==> src/inc/pegs_pkg.sv <==
// Constants, field layouts and carrier types of the event status block.
// How it works
// RQ1: Policy byte bit 7 reads one; read-only.
// RQ2: Policy byte bit 6 reads one: D3hot stops clock.
// RQ3: Action select only honoured while policy enabled.
// RQ4: Disabled policy: power state leaves bus alone.
// RQ5: Policy byte bits 5 to 0 read zero.
// RQ6: Data byte always reads zero, read-only.
// RQ7: Writing one clears a flag; zero keeps it.
// RQ8: Flags set regardless of event enable bits.
// RQ9: Software reaches status only through function 0.
// RQ10: Bit 15 sets on function 0 video change.
// RQ11: Bit 14 sets on function 1 video change.
// RQ12: Bit 11 sets on any socket power change.
// RQ13: Bit 8 sets on 12 V request change.
// RQ14: Bits 4..0 set on pin level changes.
// RQ15: Reserved status bits always read zero.
// RQ16: Event output holds until enabled flag cleared.
// RQ17: Event output needs a pin routed for it.
// RQ18: Pins synchronised, compared with previous sample.
// RQ19: Flags reset to zero; set beats clear.
package pegs_pkg;

    localparam logic [5:0] IDX_PM_EXT = 6'h29;
    localparam logic [5:0] IDX_EVT_STS = 6'h2a;
    localparam logic [7:0] OFS_POLICY = 8'ha6;
    localparam logic [7:0] OFS_PM_DATA = 8'ha7;
    localparam logic [7:0] OFS_EVT_STS = 8'ha8;

    localparam int POLICY_EN_BIT = 7;
    localparam int ACTION_SEL_BIT = 6;
    localparam logic [7:0] POLICY_VALUE = 8'hc0;
    localparam logic [7:0] PM_DATA_VALUE = 8'h00;

    localparam int STS_VIDEO_A = 15;
    localparam int STS_VIDEO_B = 14;
    localparam int STS_POWER = 11;
    localparam int STS_VPP12 = 8;
    localparam int STS_INPUT_LSB = 0;
    localparam int NUM_INPUTS = 5;
    localparam logic [15:0] STS_MASK = 16'hc91f;
    localparam logic [15:0] STS_RESET = 16'h0000;

    localparam logic [1:0] PSTATE_D3HOT = 2'h3;
    localparam int VCC_W = 2;
    localparam int VPP_W = 2;
    localparam logic [VPP_W-1:0] VPP_CODE_12V = 2'h2;

    typedef struct packed {
        logic valid;
        logic write;
        logic func;
        logic [7:0] addr;
        logic [3:0] be;
        logic [31:0] wdata;
    } pegs_cfg_t;

    typedef struct packed {
        logic [VCC_W-1:0] vcc;
        logic [VPP_W-1:0] vpp;
    } pegs_sock_t;

endpackage

==> src/core/pegs_edge.sv <==
// Synchroniser and change detector for a group of level signals.
module pegs_edge #(
    parameter int W = 5,
    parameter bit SYNC = 1'b1
) (
    input wire logic mclk,
    input wire logic arst_n,
    input wire logic [W-1:0] din,
    output logic [W-1:0] level,
    output logic [W-1:0] change
);

    logic [W-1:0] stab;
    logic [W-1:0] prev_q;
    logic [W-1:0] prev_d;
    localparam int PRIME_LEN = SYNC ? 3 : 1;
    logic [2:0] prime_q;
    logic [2:0] prime_d;

    genvar i;
    generate
        for (i = 0; i < W; i++) begin : g_bit
            if (SYNC) begin : g_sync
                logic meta_q;
                logic stab_q;
                always_ff @(posedge mclk or negedge arst_n) begin // RQ18
                    if (!arst_n) begin
                        meta_q <= 1'b0;
                        stab_q <= 1'b0;
                    end else begin
                        meta_q <= din[i];
                        stab_q <= meta_q;
                    end
                end
                assign stab[i] = stab_q;
            end else begin : g_direct
                assign stab[i] = din[i];
            end
        end
    endgenerate

    // History is primed only once the synchroniser holds real samples.
    always_comb begin
        prev_d = stab;
        prime_d = {prime_q[1:0], 1'b1};
        change = prime_q[PRIME_LEN-1] ? (stab ^ prev_q) : '0; // RQ18
        level = stab;
    end

    always_ff @(posedge mclk or negedge arst_n) begin
        if (!arst_n) begin
            prev_q <= '0;
            prime_q <= '0;
        end else begin
            prev_q <= prev_d;
            prime_q <= prime_d;
        end
    end

endmodule

==> src/core/pegs_pwrwatch.sv <==
// Watches both sockets' supply requests for power and 12 V changes.
module pegs_pwrwatch (
    input wire logic mclk,
    input wire logic arst_n,
    input wire pegs_pkg::pegs_sock_t [1:0] sock,
    output logic pwr_chg,
    output logic vpp12_chg
);

    pegs_pkg::pegs_sock_t [1:0] prev_q;
    pegs_pkg::pegs_sock_t [1:0] prev_d;
    logic primed_q;
    logic primed_d;
    logic [1:0] any_chg;
    logic [1:0] hv_chg;

    genvar s;
    generate
        for (s = 0; s < 2; s++) begin : g_sock
            assign any_chg[s] = (sock[s] != prev_q[s]); // RQ12
            assign hv_chg[s] = (sock[s].vpp == pegs_pkg::VPP_CODE_12V) !=
                (prev_q[s].vpp == pegs_pkg::VPP_CODE_12V); // RQ13
        end
    endgenerate

    always_comb begin
        prev_d = sock;
        primed_d = 1'b1;
        pwr_chg = primed_q & (|any_chg);
        vpp12_chg = primed_q & (|hv_chg);
    end

    always_ff @(posedge mclk or negedge arst_n) begin
        if (!arst_n) begin
            prev_q <= '0;
            primed_q <= 1'b0;
        end else begin
            prev_q <= prev_d;
            primed_q <= primed_d;
        end
    end

endmodule

==> src/core/pegs_top.sv <==
// Power-management extension bytes and general event status register.
module pegs_top (
    input wire logic mclk,
    input wire logic arst_n,
    input wire pegs_pkg::pegs_cfg_t cfg,
    output logic cfg_ack,
    output logic [31:0] cfg_rdata,
    input wire logic [1:0] video_port_enable_bit,
    input wire pegs_pkg::pegs_sock_t [1:0] sock_pwr,
    input wire logic [pegs_pkg::NUM_INPUTS-1:0] multi_pins,
    input wire logic [15:0] event_enable,
    input wire logic event_pin_routed,
    input wire logic [1:0] power_state_field,
    output logic general_event_output_n,
    output logic sec_bus_clk_stop,
    output logic sec_bus_pwr_off,
    output logic [15:0] event_flags
);

    logic [1:0] video_chg;
    logic [pegs_pkg::NUM_INPUTS-1:0] pin_chg;
    logic pwr_chg;
    logic vpp12_chg;

    // Card control bits are internal and already synchronous.
    pegs_edge #(
        .W(2),
        .SYNC(1'b0)
    ) u_video (
        .mclk(mclk),
        .arst_n(arst_n),
        .din(video_port_enable_bit),
        .level(),
        .change(video_chg)
    );

    pegs_edge #(
        .W(pegs_pkg::NUM_INPUTS),
        .SYNC(1'b1)
    ) u_pins (
        .mclk(mclk),
        .arst_n(arst_n),
        .din(multi_pins),
        .level(),
        .change(pin_chg)
    );

    pegs_pwrwatch u_pwr (
        .mclk(mclk),
        .arst_n(arst_n),
        .sock(sock_pwr),
        .pwr_chg(pwr_chg),
        .vpp12_chg(vpp12_chg)
    );

    // Access decode.
    logic [5:0] idx;
    logic hit_ext;
    logic hit_sts;
    logic sts_wr;
    logic [15:0] clr_mask;

    always_comb begin
        idx = cfg.addr[7:2];
        hit_ext = cfg.valid && (idx == pegs_pkg::IDX_PM_EXT);
        hit_sts = cfg.valid && (idx == pegs_pkg::IDX_EVT_STS) &&
            !cfg.func; // RQ9
        sts_wr = hit_sts && cfg.write;
        clr_mask = '0;
        if (sts_wr) begin
            clr_mask[7:0] = cfg.be[0] ? cfg.wdata[7:0] : 8'h00; // RQ7
            clr_mask[15:8] = cfg.be[1] ? cfg.wdata[15:8] : 8'h00; // RQ7
        end
    end

    // Sticky event flags.
    logic [15:0] flags_q;
    logic [15:0] flags_d;
    logic [15:0] set_mask;

    always_comb begin
        set_mask = '0;
        set_mask[pegs_pkg::STS_VIDEO_A] = video_chg[0]; // RQ10
        set_mask[pegs_pkg::STS_VIDEO_B] = video_chg[1]; // RQ11
        set_mask[pegs_pkg::STS_POWER] = pwr_chg; // RQ12
        set_mask[pegs_pkg::STS_VPP12] = vpp12_chg; // RQ13
        set_mask[pegs_pkg::STS_INPUT_LSB +: pegs_pkg::NUM_INPUTS] =
            pin_chg; // RQ14
        // Enable bits play no part in setting a flag.
        flags_d = ((flags_q & ~clr_mask) | set_mask) &
            pegs_pkg::STS_MASK; // RQ8 RQ15 RQ19
    end

    always_ff @(posedge mclk or negedge arst_n) begin
        if (!arst_n) begin
            flags_q <= pegs_pkg::STS_RESET; // RQ19
        end else begin
            flags_q <= flags_d;
        end
    end

    // Active-low event output, held while any enabled flag stands and the event pin is routed.
    logic gev_n_q;
    logic gev_n_d;

    always_comb begin
        gev_n_d = !(event_pin_routed &&
            (|(flags_q & event_enable & pegs_pkg::STS_MASK))); // RQ16 RQ17
    end

    always_ff @(posedge mclk or negedge arst_n) begin
        if (!arst_n) begin
            gev_n_q <= 1'b1;
        end else begin
            gev_n_q <= gev_n_d;
        end
    end

    // Secondary bus action on entry to D3hot.
    logic clk_stop_q;
    logic clk_stop_d;
    logic pwr_off_q;
    logic pwr_off_d;
    logic policy_en;
    logic action_stop;
    logic in_d3hot;

    always_comb begin
        policy_en = pegs_pkg::POLICY_VALUE[pegs_pkg::POLICY_EN_BIT]; // RQ1
        action_stop =
            pegs_pkg::POLICY_VALUE[pegs_pkg::ACTION_SEL_BIT]; // RQ2
        in_d3hot = (power_state_field == pegs_pkg::PSTATE_D3HOT);
        clk_stop_d = policy_en && in_d3hot && action_stop; // RQ3 RQ4
        pwr_off_d = policy_en && in_d3hot && !action_stop; // RQ3 RQ4
    end

    always_ff @(posedge mclk or negedge arst_n) begin
        if (!arst_n) begin
            clk_stop_q <= 1'b0;
            pwr_off_q <= 1'b0;
        end else begin
            clk_stop_q <= clk_stop_d;
            pwr_off_q <= pwr_off_d;
        end
    end

    // Read return and acknowledge, one cycle after the request.
    logic ack_q;
    logic ack_d;
    logic [31:0] rdata_q;
    logic [31:0] rdata_d;

    always_comb begin
        ack_d = cfg.valid;
        rdata_d = '0;
        if (cfg.valid && !cfg.write) begin
            if (hit_ext) begin
                rdata_d[31:24] = pegs_pkg::PM_DATA_VALUE; // RQ6
                rdata_d[23:16] = pegs_pkg::POLICY_VALUE; // RQ1 RQ2 RQ5
            end else if (hit_sts) begin
                rdata_d[15:0] = flags_q & pegs_pkg::STS_MASK; // RQ15
            end
        end
    end

    always_ff @(posedge mclk or negedge arst_n) begin
        if (!arst_n) begin
            ack_q <= 1'b0;
            rdata_q <= '0;
        end else begin
            ack_q <= ack_d;
            rdata_q <= rdata_d;
        end
    end

    assign cfg_ack = ack_q;
    assign cfg_rdata = rdata_q;
    assign general_event_output_n = gev_n_q;
    assign sec_bus_clk_stop = clk_stop_q;
    assign sec_bus_pwr_off = pwr_off_q;
    assign event_flags = flags_q;

endmodule

==> config.mk <==
export PLATFORM = sky130hd
export DESIGN_NAME = pegs_top
export DESIGN_NICKNAME = d
export VERILOG_FILES = /design/src/inc/pegs_pkg.sv /design/src/core/pegs_edge.sv /design/src/core/pegs_pwrwatch.sv /design/src/core/pegs_top.sv
export SDC_FILE = /design/constraint.sdc
export NUM_CORES = 1
export LEC_CHECK = 0
export BUFFER_PORTS_ARGS = -buffer_cell sky130_fd_sc_hd__buf_2
export CAP_MARGIN = 20
export CORE_ASPECT_RATIO = 1.25
export CORE_MARGIN = 4
export CORE_UTILIZATION = 30
export CTS_CLUSTER_DIAMETER = 120
export DETAILED_ROUTE_END_ITERATION = 6
export HOLD_SLACK_MARGIN = 0.12
export PLACE_DENSITY = 0.7
export SKIP_CTS_REPAIR_TIMING = 1
export SYNTH_ARGS = -nofsm -noshare
export SYNTH_HDL_FRONTEND = slang
export SYNTH_SLANG_ARGS = --single-unit
==> constraint.sdc <==
create_clock -name mclk -period 1 [get_ports mclk]
set_input_delay 0.2 -clock mclk [delete_from_list [all_inputs] [get_ports mclk]]
set_output_delay 0.2 -clock mclk [all_outputs]
set_load 0.1 [all_outputs]
==> run summary, run 1 <==
Synth Area in Simple Gates = 11.46%
Leakage = 1.437 nW
MaxCap Viol Count = 0
number of global-route vias before repair = 1348
peak supply drop = 0.8340 mV
RePlAce Congestion = 0.7713
Pins Over Slew Limit = 0
Avg Synthesized Cell Area = 13.39 µm²
worst endpoint data arrival time = 1.49 ns
power density of the placed cells = 1327 nW/µm²
final worst setup slack = -0.2968 ns
failing checks = setup timing
critical-path cell list = xor2_1 > nor4_1 > nand2_1 > a22o_1
Compound-Gate Fraction of Synth Area = 5.857%
Synth area leaders = dfrtp_1, buf_4, xor2_1
Slowest cell on crit path = dfrtp_1
critical path required time = 1.20 ns
via count = 1378
CP startpoint kind = flip-flop
clk_lat worst skew = 0.30 ns
status = complete, but fails checks
wire per inst = 12.25 µm
Yosys top cell area share = 61.06%
CTS sink cnt = 50
fin crit period = 1.297 ns
area grow syn2layout = 55.45%
CTS tree = yes
cts bufs inserted = 5
Mapped Cells = 150
first-pass GRT wire length = 6216 µm
clock root cell = clkbuf_8
DIE HEIGHT = 99.48 µm
row count = 33
sequential cell area fraction in the yosys report = 62.37%
Starting DRT DRC Count = 70
initial antenna violation count = 0
Global Route Usage Sum = 10.07%
Critical Path Sink Type = flip-flop
RSZ-0062 raised after global routing = yes
R2R setup slack = -0.30 ns
total wire length = 4203 µm
die area = 8075 µm²
Fin. Hold Viols = 0
largest family of logic cells by synthesized area = buffers and inverters
xor/xnor share of the synthesized area = 7.414%
Buf/Inv on CP = 0
core area = 6524 µm²
hpwl dp = 3173 µm
Synth area leader = dfrtp_1
delay-heaviest family, CP = simple AND/OR/NAND/NOR gates
initial core utilization = 30.78%
period utilization = 129.7%
Pwr Total = 4.142 mW
Port Buf Inserts = 71
post-synthesis register bit count = 50
critical path type = flip-flop to flip-flop
Die X = 81.18 µm
clock-pin slew of the registers on the worst-case setup and hold paths = 0.09 ns
Vias/cell = 4.017
Worst Hold Class = primary input to flip-flop
CP peak stage delay = 0.38 ns
antenna-violating nets left = 0
post-synthesis mux area share = 0%
Filler cells = 595
post-synthesis adder-cell area fraction = 0%
mapped cell area = 2008 µm²
antenna fix cells = 0
# setup viols final = 27
pin count of the biggest net entering global routing = 51
H-tree levels = 2
Synth warnings = 0
Clock Tree Buf Depth = 2
DR DRC count = 0
Pre-antenna DRT Iters = 7
NumNets Final = 338
Cell variety after synth = 22
IO Pins = 135
Max Clk Rate = 771.1 MHz
clock skew = 0.01036 ns
GRT Residual Overflow = 0
worst hold margin = 0.1247 ns
share of cells above drive strength 1 = 46.88%
CP Max Fanout = 1
-- cell families after synthesis --
| family | after synthesis |
|---|---|
| AOI/OAI and AO/OA | 14 |
| xor gates and xnor gates | 17 |
| buffers and inverters | 33 |
| DFF | 50 |
| other | 2 |
| and+or+nand+nor | 34 |
-- metrics by stage --
stage	std cells	instance area, µm²	utilization, %	TNS (ns)	setup slack, ns
after detailed placement	311	2788	42.73	-4.851	-0.2847
after global placement	311	2788	42.73	-4.531	-0.2579
after CTS	319	2878	44.11	-3.902	-0.3023
after global routing	343	3122	47.85	-4.579	-0.3348
after floorplan	178	2145	-	-3.270	-0.2487
final	343	3122	47.85	-3.458	-0.2968
-- cells in the final DEF, fill, tap and decap left out --
cell / n
buf_2: 48
conb_1: 30
dfrtp_1: 28
buf_12: 25
dfrtp_2: 19
dlygate4sd3_1: 18
xor2_1: 15
and2_1: 11
a22o_1: 10
nand4_1: 9
buf_4: 9
clkbuf_8: 5
nor2b_1: 3
buf_6: 3
and4bb_1: 2
nor4_1: 2
nand2_1: 2
xnor2_1: 2
a22oi_1: 2
dfrtp_4: 2
and2_4: 1
and3b_2: 1
nor2b_2: 1
a222oi_1: 1
nand3_1: 1
o21ai_2: 1
and4bb_2: 1
clkinvlp_4: 1
clkinv_4: 1
clkinv_2: 1
dfstp_2: 1
-- area by class of cell --
| class | count | area [µm²] | share of cell area (%) |
|---|---|---|---|
| Timing Repair Buffer | 103 | 1022 | 32.75 |
| Multi-Input combinational cell | 95 | 616.8 | 19.76 |
| Sequential cell | 50 | 1284 | 41.12 |
| Tap cell | 87 | 108.9 | 3.487 |
| Clock buffer | 5 | 68.82 | 2.204 |
| Clock inverter | 3 | 21.27 | 0.6814 |
-- flip-flops by register name, summed over array words and instances, names as in the netlist --
name / count
cfg_ack: 1
cfg_rdata: 10
event_flags: 9
general_event_output_n: 1
sec_bus_clk_stop: 1
u_pins.g_bit.g_sync.meta_q: 5
u_pins.g_bit.g_sync.stab_q: 5
u_pins.prev_q: 5
u_pins.prime_q: 3
u_pwr.prev_q: 8
u_video.prev_q: 2
-- per-layer routing --
layer  up-vias  global-route usage [%]  part of all wire, %
met5         -                       0                    0
met4         0                   3.771                  1.0
met3         6                   2.899                  9.0
met2        68                   18.28                   56
met1       647                   10.81                   34
li1        657                       -                    -
-- where the power goes --
group	internal [mW]	switching (mW)	leakage (nW)	total, mW
registers	2.09	0.0369	0.559	2.12
logic	0.209	0.663	0.833	0.872
clock network	0.492	0.654	0.0441	1.15
-- synthesized netlist by cell type --
cell type	n
nand3_1	1
xnor2_1	2
o21ai_0	1
and2_1	11
and4bb_1	2
clkbuf_1	1
a22oi_1	2
a22o_1	10
a222oi_1	1
buf_4	30
buf_6	2
xor2_1	15
dfstp_2	1
and4bb_2	1
conb_1	2
dfrtp_1	49
nor2b_1	4
and2_4	1
and3b_1	1
nor4_1	2
nand4_1	9
nand2_1	2
-- final timing paths --
check | cells after the start | to | start
worst max-delay path | 4 | event_flags[11]$_DFF_PN0_ | u_pwr.prev_q[7]$_DFF_PN0_
worst min-delay path | 2 | u_pwr.prev_q[0]$_DFF_PN0_ | sock_pwr[0]
worst max register to register | 4 | event_flags[11]$_DFF_PN0_ | u_pwr.prev_q[7]$_DFF_PN0_
worst min register to register | 0 | u_pins.g_bit[1].g_sync.stab_q$_DFF_PN0_ | u_pins.g_bit[1].g_sync.meta_q$_DFF_PN0_
max in group asynchronous | 3 | general_event_output_n$_DFF_PN1_ | arst_n
min in group asynchronous | 3 | cfg_rdata[1]$_DFF_PN0_ | arst_n
(Power assumes the default switching activity.)
==> inputs of run 2 (changes only) <==
--- a/config.mk
+++ b/config.mk
@@ -12,6 +12,7 @@
 export CORE_UTILIZATION = 30
 export CTS_CLUSTER_DIAMETER = 120
 export DETAILED_ROUTE_END_ITERATION = 6
+export GPL_TIMING_DRIVEN = 0
 export HOLD_SLACK_MARGIN = 0.12
 export PLACE_DENSITY = 0.7
 export SKIP_CTS_REPAIR_TIMING = 1
==> run 2 against run 1 <==
The run still ends with setup timing left. Register-to-register slack better by 0.07 ns. Clock skew shrank 0.0050 ns. Utilization increased by 2.5 points. Critical path depth shrank 3. Routed wire length is 4.5% higher. Non-clock buffer count increased by 26. Die area unchanged. Sequential cell count did not move. Critical path type is now flip-flop to primary output. Largest cell class unchanged.
==> run summary, run 2 (synthesis results as in run 1) <==
status = complete, but fails checks
failing checks = setup timing
Pins Over Slew Limit = 0
Starting DRT DRC Count = 52
Filler cells = 598
Vias/cell = 3.908
critical path required time = 0.80 ns
cts bufs inserted = 5
clock skew = 0.005326 ns
initial antenna violation count = 0
Leakage = 1.586 nW
CTS tree = yes
Flop pwr share = 44.6%
share of cells above drive strength 1 = 51.94%
share of total power in the clock network = 35.0%
Clock Tree Buf Depth = 2
RR Startpoint = event_flags[2]$_DFF_PN0_
RePlAce Congestion = 0.7401
# setup viols final = 27
GRT Residual Overflow = 0
final worst setup slack = -0.2561 ns
P_int = 3.376 mW
commonest non-fill, non-tap cell in the layout = buf_2
Critical Path Start = event_flags[11]$_DFF_PN0_
area grow syn2layout = 63.55%
CTS sink cnt = 50
max FFs per register = 10
MaxCap Viol Count = 0
utilization of the core after routing = 50.35%
Setup WS pre-CTS = -0.3489 ns
Critical Path Sink Type = primary output
final std cells w/o fill = 370
DR DRC count = 0
core area = 6524 µm²
antenna-violating nets left = 0
worst hold margin = 0.1629 ns
Comb power frac = 20.4%
Slowest cell on crit path = dfrtp_2
antenna fix cells = 0
Max Clk Rate = 796.1 MHz
initial core utilization = 30.78%
commonest non-fill, non-tap cells in the layout = buf_2, buf_4, conb_1
R2R setup slack = -0.23 ns
pin count of the biggest net entering global routing = 51
row count = 33
die area = 8075 µm²
via count = 1446
Fin. Hold Viols = 0
placed cell count = 336
power density of the placed cells = 1450 nW/µm²
Pwr Total = 4.762 mW
Pre-antenna DRT Iters = 4
Port Buf Inserts = 71
critical-path cell list = clkbuf_4
NumNets Final = 365
WP depth = 1
Critical Path End = event_flags[11]
clock root cell = clkbuf_8
critical path type = flip-flop to primary output
fin crit period = 1.256 ns
Die X = 81.18 µm
Global Route Usage Sum = 9.312%
delay-heaviest family, CP = flip-flops
IO Pins = 135
DIE HEIGHT = 99.48 µm
H-tree levels = 2
worst endpoint data arrival time = 1.06 ns
RSZ-0062 raised after global routing = yes
CP Max Fanout = 4
number of global-route vias before repair = 1257
total wire length = 4392 µm
period utilization = 125.6%
peak supply drop = 0.8668 mV
clk_lat worst skew = 0.29 ns
Reg2Reg Depth = 3
Switching Share = 29.10%
hpwl dp = 2965 µm
Worst Hold Launch = event_enable[14]
Buf/Inv on CP = 1
wire per inst = 11.87 µm
CP peak stage delay = 0.42 ns
first-pass GRT wire length = 5720 µm
reg-to-reg endpoint = general_event_output_n$_DFF_PN1_
CP startpoint kind = flip-flop
Worst Hold Class = primary input to flip-flop
clock-pin slew of the registers on the worst-case setup and hold paths = 0.09 ns
P_sw = 1.386 mW
-- run 2: cell types whose count changed in the layout (fill, tap and decap cells not counted), sizes merged --
| cell | change |
|---|---|
| dlygate4sd3 | +2 |
| and3b | +1 |
| bufinv | +2 |
| clkbuf | +2 |
| buf | +22 |
| clkinvlp | -1 |
| clkinv | -1 |
-- run 2: power by group through the flow --
stage / Clock, mW / Sequential, mW / Combinational (mW)
after detailed placement: 0 / 2.16 / 0.858
after CTS: 1.71 / 2.12 / 0.859
after global placement: 0 / 2.16 / 0.853
after global routing: 1.81 / 2.13 / 1.03
final: 1.67 / 2.12 / 0.973
after floorplan: 0 / 2.21 / 0.638
-- run 2: layout make-up --
cell class,instances,area (µm²),share of cell area [%]
multi-input combinational,96,650.6,19.81
tap,87,108.9,3.314
timing repair buffer,98,870.8,26.51
sequential,50,1284,39.09
buffer,31,232.7,7.086
clock inverter,3,68.82,2.095
clock buffer,5,68.82,2.095
-- run 2: how the worst min path moves through the flow --
stage                                                          to  slack [ns]  cells after the start
final                            general_event_output_n$_DFF_PN1_        0.16                      3
after global routing             general_event_output_n$_DFF_PN1_        0.15                      3
after floorplan                                 cfg_ack$_DFF_PN0_        -0.1                      0
after CTS                 u_pins.g_bit[1].g_sync.meta_q$_DFF_PN0_       -0.01                      1
after detailed placement  u_pins.g_bit[2].g_sync.meta_q$_DFF_PN0_        0.31                      1
after global placement    u_pins.g_bit[2].g_sync.meta_q$_DFF_PN0_        0.31                      1
-- run 2: metrics by stage --
stage               cell area [µm²]  TNS (ns)
floorplan                      2145    -3.270
global placement               2609    -14.32
detailed placement             2609    -15.87
CTS                            2746    -7.970
global route                   3284    -4.441
finish                         3284    -3.313
-- run 2: tightest hold or removal path, cell delays in order --
cell and delay [ns]:
buf_2 0.08, a22o_1 0.11, o21ai_1 0.07
-- run 2: routing by layer --
metal	wire length, µm	up-vias	GRT usage, %	part of all wire [%]
met3	314	4	3.170	7.1
met2	2397	57	15.81	55
met5	0	-	0	0
met1	1636	669	10.81	37
li1	-	716	-	-
met4	43	0	3.251	0.98
